### config.mk
export PLATFORM = sky130hd
export DESIGN_NAME = pmbm_mapper
export DESIGN_NICKNAME = d
export VERILOG_FILES = /design/src/rtl/pmbm_pkg.sv /design/src/rtl/pmbm_decode_if.sv /design/src/rtl/pmbm_mapper.sv /design/src/rtl/pmbm_decode.sv
export SDC_FILE = /design/constraint.sdc
export NUM_CORES = 1
export LEC_CHECK = 0
export ABC_AREA = 1
export BUFFER_PORTS_ARGS = -buffer_cell sky130_fd_sc_hd__buf_2
export CAP_MARGIN = 20
export CORE_MARGIN = 10
export CORE_UTILIZATION = 42
export CTS_BUF_LIST = sky130_fd_sc_hd__clkbuf_4 sky130_fd_sc_hd__clkbuf_8
export DETAILED_ROUTE_END_ITERATION = 8
export GPL_ROUTABILITY_DRIVEN = 0
export PLACE_DENSITY = 0.78
export RECOVER_POWER = 25
export SYNTH_ARGS = -nofsm -noshare
export SYNTH_HDL_FRONTEND = slang
export SYNTH_SLANG_ARGS = --single-unit
### constraint.sdc
create_clock -name sys_clk -period 1.7 [get_ports sys_clk]
set_clock_uncertainty 0.2 [all_clocks]
set_input_delay 0.085 -clock sys_clk [delete_from_list [all_inputs] [get_ports sys_clk]]
set_output_delay 0.085 -clock sys_clk [all_outputs]
set_load 0.05 [all_outputs]
### src/rtl/pmbm_pkg.sv
// pmbm_pkg: constants and types for the program memory block mapper
// assumes: a 16-bit program address space shared by both flash blocks
package pmbm_pkg;
   localparam int          PMBM_ADDR_W        = 16;     // 64 KByte program space
   localparam int          PMBM_PRI_BYTES     = 65536;  // primary block size
   localparam int          PMBM_SEC_BYTES     = 8192;   // secondary block size
   localparam int          PMBM_SECTOR_BYTES  = 128;    // sector size, both blocks
   localparam int          PMBM_BYTE_W        = 7;      // byte-in-sector bits
   localparam int          PMBM_PRI_SECTORS   = 512;
   localparam int          PMBM_SEC_SECTORS   = 64;
   localparam int          PMBM_PRI_SECT_W    = 9;
   localparam int          PMBM_SEC_SECT_W    = 6;
   localparam int          PMBM_SEC_ADDR_W    = 13;
   localparam logic [15:0] PMBM_OVERLAY_TOP   = 16'h1FFF;
   localparam logic [1:0]  PMBM_BANK_OVERLAY  = 2'h0;   // secondary block overlaid
   localparam logic        PMBM_SC_PROGRAMMED = 1'h0;   // programmed reads as 0
   localparam logic        PMBM_SC_ERASED     = 1'h1;   // unprogrammed value, loaded into the cell model at first clock

   typedef enum logic [1:0] {
      PMBM_RST_POWER,
      PMBM_RST_WDT_BOD,
      PMBM_RST_SOFT
   } pmbm_rst_kind_t;

   typedef enum logic {
      PMBM_BLK_PRIMARY,
      PMBM_BLK_SECONDARY
   } pmbm_blk_t;
endpackage : pmbm_pkg

### src/rtl/pmbm_decode_if.sv
// pmbm_decode_if: address and bank lines between mapper and its decoder
// assumes: one decoder instance, purely combinational
`timescale 1ns/1ps
`default_nettype none
interface pmbm_decode_if;
   logic [15:0] addr;       // program address
   logic [1:0]  bank;       // bank select field
   logic        in_app_programming;        // in-application programming access
   logic        sel_sec;    // secondary block chosen
   logic [8:0]  sector;     // sector within chosen block
   logic [6:0]  byte_idx;   // byte within sector
   modport mapper (output addr, output bank, output in_app_programming,
                   input sel_sec, input sector, input byte_idx);
   modport decoder (input addr, input bank, input in_app_programming,
                    output sel_sec, output sector, output byte_idx);
endinterface : pmbm_decode_if
`default_nettype wire

### src/rtl/pmbm_mapper.sv
// pmbm_mapper: holds the bank select field and the start-up bit, maps
// fetch and programming addresses onto the two flash blocks
// assumes: the core drives fetch and programming requests synchronous to sys_clk;
// the reset kind is valid in the cycle rst_n is released
`timescale 1ns/1ps
`default_nettype none
// Summary of operation
// - primary 64 KByte and secondary 8 KByte share one 64 KByte space
// - primary block is 512 sectors of 128 bytes
// - secondary block is 64 sectors of 128 bytes
// - low 7 address bits pick byte, upper bits pick sector
// - field 00: fetches at 0000H..1FFFH come from secondary block
// - overlay on: above 1FFFH primary; hidden primary low area via programming only
// - field 01/10/11: secondary hidden from fetch, programmable at 0000H..1FFFH
// - field loaded from start-up bit when leaving reset
// - start-up bit reads 0 programmed, 1 unprogrammed
// - power/external: bit1=0; watchdog/brown-out keep bit1; software sets bit1
// - software may rewrite field bit 0 except in the boot load cycle; start-up bit unaffected
// - start-up bit programmed by host-mode or programming command
module pmbm_mapper
   import pmbm_pkg::*;
(
   input  wire logic                       sys_clk,
   input  wire logic                       rst_n,
   input  wire pmbm_pkg::pmbm_rst_kind_t   rst_kind,
   input  wire logic [15:0]                fetch_addr,
   input  wire logic                       iap_req,
   input  wire logic [15:0]                iap_addr,
   input  wire logic                       bank_wr,
   input  wire logic                       bank_wdata,
   input  wire logic                       sc_host_prog,
   input  wire logic                       sc_iap_prog,
   input  wire logic                       sc_wdata,
   output logic [1:0]                      bank_select_field,
   output logic                            startup_config_bit,
   output logic                            fetch_sel_sec,
   output logic [8:0]                      fetch_sector,
   output logic [6:0]                      fetch_byte,
   output logic                            iap_sel_sec,
   output logic [8:0]                      iap_sector,
   output logic [6:0]                      iap_byte
);
   import pmbm_pkg::*;

   logic       boot_pend;     // first cycle after reset release
   logic [1:0] field;
   logic       sc_cell;       // non-volatile cell, survives rst_n
   logic       sc_init = 1'b0; // low until the cell model has been erased once
   wire  logic sc_wr;
   wire  logic [1:0] boot_field;
   wire  logic [1:0] next_field;

   pmbm_decode_if fif ();
   pmbm_decode_if pif ();

   // start-up bit programming sources
   assign sc_wr = sc_host_prog | sc_iap_prog;

   // reset-kind dependent initial field value
   assign boot_field = (rst_kind == PMBM_RST_SOFT)    ? {1'b1, ~sc_cell} :
                       (rst_kind == PMBM_RST_WDT_BOD) ? {field[1], ~sc_cell} :
                                                        {1'b0, ~sc_cell};
   // field update: boot load first, then software bit 0 writes
   assign next_field = boot_pend ? boot_field
                     : bank_wr   ? {field[1], bank_wdata}
                     : field;

   // boot flag, cleared after one cycle
   always_ff @(posedge sys_clk or negedge rst_n) begin
      if (!rst_n) begin
         boot_pend <= 1'b1;
      end else begin
         boot_pend <= 1'b0;
      end
   end

   // field register; keeps bit 1 across reset for watchdog/brown-out
   always_ff @(posedge sys_clk) begin
      field <= next_field;
   end

   // start-up cell: not cleared by reset, only by its own programming strobes
   always_ff @(posedge sys_clk) begin
      if (!sc_init) begin
         sc_cell <= PMBM_SC_ERASED;
      end else if (sc_wr) begin
         sc_cell <= sc_wdata;
      end
   end

   // one-shot init of the cell model at first clock
   always_ff @(posedge sys_clk) begin
      sc_init <= 1'b1;
   end

   // decode fetch and programming addresses with the live field
   assign fif.addr = fetch_addr;
   assign fif.bank = next_field;
   assign fif.in_app_programming  = 1'b0;
   assign pif.addr = iap_addr;
   assign pif.bank = next_field;
   assign pif.in_app_programming  = iap_req;

   pmbm_decode u_fetch (.dif(fif));
   pmbm_decode u_prog  (.dif(pif));

   // registered outputs
   always_ff @(posedge sys_clk or negedge rst_n) begin
      if (!rst_n) begin
         bank_select_field  <= 2'h0;
         startup_config_bit <= 1'b1;
         fetch_sel_sec      <= 1'b0;
         fetch_sector       <= 9'h000;
         fetch_byte         <= 7'h00;
         iap_sel_sec        <= 1'b0;
         iap_sector         <= 9'h000;
         iap_byte           <= 7'h00;
      end else begin
         bank_select_field  <= next_field;
         startup_config_bit <= sc_init ? sc_cell : 1'b1;
         fetch_sel_sec      <= fif.sel_sec;
         fetch_sector       <= fif.sector;
         fetch_byte         <= fif.byte_idx;
         iap_sel_sec        <= pif.sel_sec;
         iap_sector         <= pif.sector;
         iap_byte           <= pif.byte_idx;
      end
   end
endmodule : pmbm_mapper
`default_nettype wire

### src/rtl/pmbm_decode.sv
// pmbm_decode: picks block, sector and byte from an address and bank field
// assumes: inputs are stable within the cycle; output is combinational
`timescale 1ns/1ps
`default_nettype none
module pmbm_decode
   import pmbm_pkg::*;
(
   pmbm_decode_if.decoder dif
);
   wire logic in_low;
   wire logic fetch_sec;

   // low 8 KByte window and block choice
   assign in_low    = (dif.addr <= PMBM_OVERLAY_TOP);
   assign fetch_sec = in_low && (dif.bank == PMBM_BANK_OVERLAY);
   // programming reaches secondary block in the low window only while hidden
   assign dif.sel_sec = dif.in_app_programming ? (in_low && (dif.bank != PMBM_BANK_OVERLAY))
                                : fetch_sec;
   // sector and byte split
   assign dif.byte_idx = dif.addr[PMBM_BYTE_W-1:0];
   assign dif.sector   = dif.sel_sec
                         ? {3'h0, dif.addr[PMBM_SEC_ADDR_W-1:PMBM_BYTE_W]}
                         : dif.addr[PMBM_ADDR_W-1:PMBM_BYTE_W];
endmodule : pmbm_decode
`default_nettype wire

# After elaboration in Yosys (flattened, before gate mapping)
# Index checks and enable logic that the tools add are counted.
# totals
regBits	41
latchBits	0
mem_bits_rw	0
mem_bits_ro	0
in_bits	42
output_inout_bits	37
elab_cells	29
n_memories	0
# classes
addsub	0
n_mul	0
n_div	0
order_cmp	2
n_eq_ne	2
shift	0
n_mux	7
bitwise_logic	2
reduce_logical	5
# op_table
cell	count
16-bit by 13-bit <= comparator with 1-bit output (second input constant)	2
9-bit two-way mux	2
2-bit two-way mux	3
1-bit logical AND	3
2-bit by 1-bit equality test with 1-bit output (second input constant)	1
2-bit equality test (second input constant)	1
2-bit zero test	1
1-bit two-way mux	2
2-bit nonzero test	1
1-bit inverter	1
1-bit bitwise OR	1

# Longest topological paths before layout
# logic_depth
ltp_word	8
mapped_depth	8
depth_no_buf	8

# Cells and area by module
# A second synthesis with hierarchy kept.
# unflattened
hier_cells	108
area_unflattened_um2	1383.8
# modules_own_cells
mod	n_inst	cells_each	area_per_inst_um2
pmbm_mapper	1	58	1096.1
pmbm_decode	2	25	143.9

# Least setup slack after synthesis
# OpenSTA, ideal clock, no wires.
# synth_timing
path_kind	register to register
from	register boot_pend
to	register iap_sel_sec
setup_ns	0.119
arrival_time_ns	0.900
required_ns	1.381
slack_ns	0.481
stages_incl_launch_ff	8
path_buffers	0
cell_sequence	dfstp_2 nand2_1 nand3_2 nand2_2 inv_2 nand3_1 nand2_1 nor2_1
# synth_via
elab_chain_len	4
# synth_rtl
element	line	rtl
from (decl)	pmbm_mapper.sv:45	logic boot_pend;
from (signal assigned)	pmbm_mapper.sv:71	boot_pend <= 1'b1;
from (signal assigned)	pmbm_mapper.sv:73	boot_pend <= 1'b0;
2-bit two-way mux *	pmbm_mapper.sv:64	assign next_field = boot_pend ? boot_field
via fif.bank[1]	pmbm_decode_if.sv:7	logic [1:0] bank;
2-bit zero test or 2-bit nonzero test (tied branches)	pmbm_decode.sv:15, pmbm_decode.sv:17	
1-bit logical AND (on tied branches)	pmbm_decode.sv:15, pmbm_decode.sv:17	
1-bit two-way mux *	pmbm_decode.sv:17	assign dif.sel_sec = dif.in_app_programming ? (in_low && (dif.bank != PMBM_BANK_OVERLAY))
via pif.sel_sec	pmbm_decode_if.sv:9	logic sel_sec;
to (signal assigned)	pmbm_mapper.sv:124	iap_sel_sec <= pif.sel_sec;
to (decl)	pmbm_mapper.sv:39	output logic iap_sel_sec,
# The timed path passes the listed nets; every way through them passes the cells marked *.
# A chain may end at the register's enable or synchronous reset.

# Worst setup path after layout
# layout_timing
from	input sc_host_prog
to	register sc_cell, enable pin
# layout_via
elab_chain_len	1
# layout_rtl
element	line	rtl
from (decl)	pmbm_mapper.sv:31	input wire logic sc_host_prog,
1-bit bitwise OR	pmbm_mapper.sv:57	assign sc_wr = sc_host_prog | sc_iap_prog;
via sc_wr	pmbm_mapper.sv:49	wire logic sc_wr;
to (signal assigned)	pmbm_mapper.sv:87	sc_cell <= sc_wdata;
to (decl)	pmbm_mapper.sv:47	logic sc_cell;
# The timed path passes the listed nets, and every way through them passes these cells.

==> reports/summary.txt <==
peak supply drop = 0.922 mV
via count of the routed design = 1016
Post-Syn Area = 1170 µm²
unrepaired setup endpoints after global routing = no
reg2reg path depth = 7
grt ovf = 0
final hold viol count = 0
Final Cycle Share = 93.7%
Worst Setup Path Type = input port to register
core area = 2710 µm²
diode count = 0
Post-Synthesis Cells = 71
max-slew violations = 0
Max Cap Viol = 0
TritonCTS clock tree = done
vias in the first global route = 1261
Final TNS setup = 0 ns
Final ANT Viol Nets = 0
leading cell types in the layout, fill and taps excluded = 76 x buf_2, 41 x dlygate4sd3_1, 36 x dfrtp_1, 6 x nand2_1, 6 x clkbuf_4
Clock Tree Root = clkbuf_4
GRT Util Overall = 14.6%
CP arrival = 1.52 ns
Row Count = 19
design area = 2080 µm²
post-synthesis area per instance = 16.5 µm²
clock latency at the later pin of the worst-skew pair = 0.35 ns
post-synth cell types = 18
CTS clock-pin slew for the worst setup and hold paths = 0.12 ns
critical path data required time = 1.63 ns
clock buffer depth = 2
drt total wl = 3.73 mm
pwr/cell area = 1020 nW/µm²
hpwl dp = 2.31 mm
static leakage = 1.07 nW
CP peak stage delay = 0.56 ns
CP max stage cell = dlygate4sd3_1
FF+latch area = 1020 µm²
Tightest Pin Transition = 0.784 ns
Filler Cells Inserted = 188
DR pass1 iterations = 4
critical path endpoint category = register
Initial Util = 43.2%
Yosys warnings = 0
cells along the critical path = dlygate4sd3_1 > buf_2 > or2_1 > dlygate4sd3_1
layout cells sized above 1 = 48.4%
number of post-CTS setup repair buffers = 0
#FFs+latches synth = 41
DRT iter0 DRCs = 23
chip width = 72.8 µm
P&R area growth vs syn = 77.6%
Avg WL per Cell = 16.7 µm
IO buf count = 78
Setup-failing EPs final = 0
multi-input logic area = 110 µm²
die area = 5300 µm²
Mapped Nets = 113
crit path launch type = input port
dpl cell area = 1580 µm²
hold-critical path depth = 2
outcome = completed
initial antenna violation count = 0
first-pass GRT wire length = 5.73 mm
# DRC = 0
Slew Limit Headroom = 47.7%
crit-path most repeated cell = dlygate4sd3_1
largest net degree at the start of global routing = 39
worst-path maximum fanout = 1
min-delay worst type = input port to register
post-synthesis sequential area ratio = 87.4%
Die Y = 72.8 µm
Clock Sinks = 41
post-layout minimum cycle time = 1.59 ns
htree depth = 2
leading cell type in the layout, fill and taps excluded = buf_2
Max Freq = 628 MHz
CTS Buf Count = 5
Vias/cell = 4.56
# IOs = 79
final net count = 233
## synthesized netlist by cell type
| cell type | instances | area, µm² |
|---|---|---|
| nand3_2 | 1 | 10.0 |
| dfxtp_1 | 2 | 40.0 |
| dfstp_2 | 2 | 52.6 |
| dfrtp_1 | 36 | 901 |
| inv_1 | 4 | 15.0 |
| a21oi_1 | 1 | 5.00 |
| nor3_1 | 1 | 5.00 |
| nor2_1 | 1 | 3.75 |
| nand2_2 | 2 | 12.5 |
| nor3_4 | 1 | 16.3 |
| or2_1 | 1 | 6.26 |
| and3_1 | 1 | 6.26 |
| nand2_1 | 6 | 22.5 |
| conb_1 | 1 | 3.75 |
| nand3_1 | 3 | 15.0 |
| clkbuf_1 | 6 | 22.5 |
| inv_2 | 1 | 3.75 |
| edfxtp_1 | 1 | 30.0 |
## registers in the layout, summed over array words and instances, names as in the netlist
name	count
field	2
boot_pend	1
startup_config_bit	1
iap_sel_sec	1
sc_cell	1
iap_sector	9
fetch_byte	7
iap_byte	7
fetch_sector	9
bank_select_field	2
fetch_sel_sec	1
## stage by stage
stage / worst slack [ns] / power (mW) / hold WS (ns) / util [%] / cells
floorplan: 0.481 / 1.27 / -0.411 / - / 71
global route: 0.0948 / 2.19 / 0.163 / 76.7 / 223
CTS: 0.0129 / 2.13 / 0.0299 / 77.0 / 224
finish: 0.107 / 2.11 / 0.164 / 76.7 / 223
global placement: 0.462 / 1.38 / -0.00701 / 58.2 / 174
detailed placement: 0.359 / 1.39 / -0.00556 / 58.2 / 174
## critical path: cells and delay by family
| kind | cells | cell delay (ns) |
|---|---|---|
| buffers and inverters | 3 | 1.24 |
| AND/OR/NAND/NOR | 1 | 0.19 |
## area by class of cell
cell class,instances,area share [%]
clock buffer,7,2.83
multi-input combinational,19,5.29
sequential,41,49.2
timing repair buffer,119,38.4
inverter,5,0.903
clock inverter,1,1.44
tap,31,1.87
## where the power goes
| part | switching (mW) | internal, mW |
|---|---|---|
| registers | 0.0165 | 1.04 |
| logic | 0.265 | 0.137 |
| clock network | 0.294 | 0.367 |
## what timing repair did
action,4_1_cts,5_1_grt
hold buffers,42,1
gates resized for setup,0,1
setup endpoints to repair,0,4
endpoints found under the hold margin,76,2
## metal layers
metal | part of all wire, % | wire length (µm) | global-route usage, %
met1 | 27 | 1020 | 10.3
met5 | 0 | 0 | 0
met4 | 3.4 | 126 | 8.65
met3 | 13 | 473 | 8.98
met2 | 56 | 2100 | 27.8
## cell families after synthesis
| logic type | Yosys count | share of synthesized area [%] |
|---|---|---|
| AO/OA/AOI/OAI | 1 | 0.427 |
| flip-flops | 41 | 87.4 |
| buffers and inverters | 11 | 3.52 |
| AND/OR/NAND/NOR | 17 | 8.33 |
| other | 1 | 0.320 |
## path summary, 6_finish.rpt
path	from	end	slack, ns
min in group asynchronous	rst_n	iap_sector[0]	0.19
min	fetch_addr[12]	fetch_sector[5]	0.16
min reg2reg	sc_cell	startup_config_bit	0.22
max reg2reg	boot_pend	iap_sel_sec	0.31
max	sc_host_prog	sc_cell	0.11
max in group asynchronous	rst_n	iap_byte[3]	0.61
No activity file was read; power rests on OpenSTA's default activity.
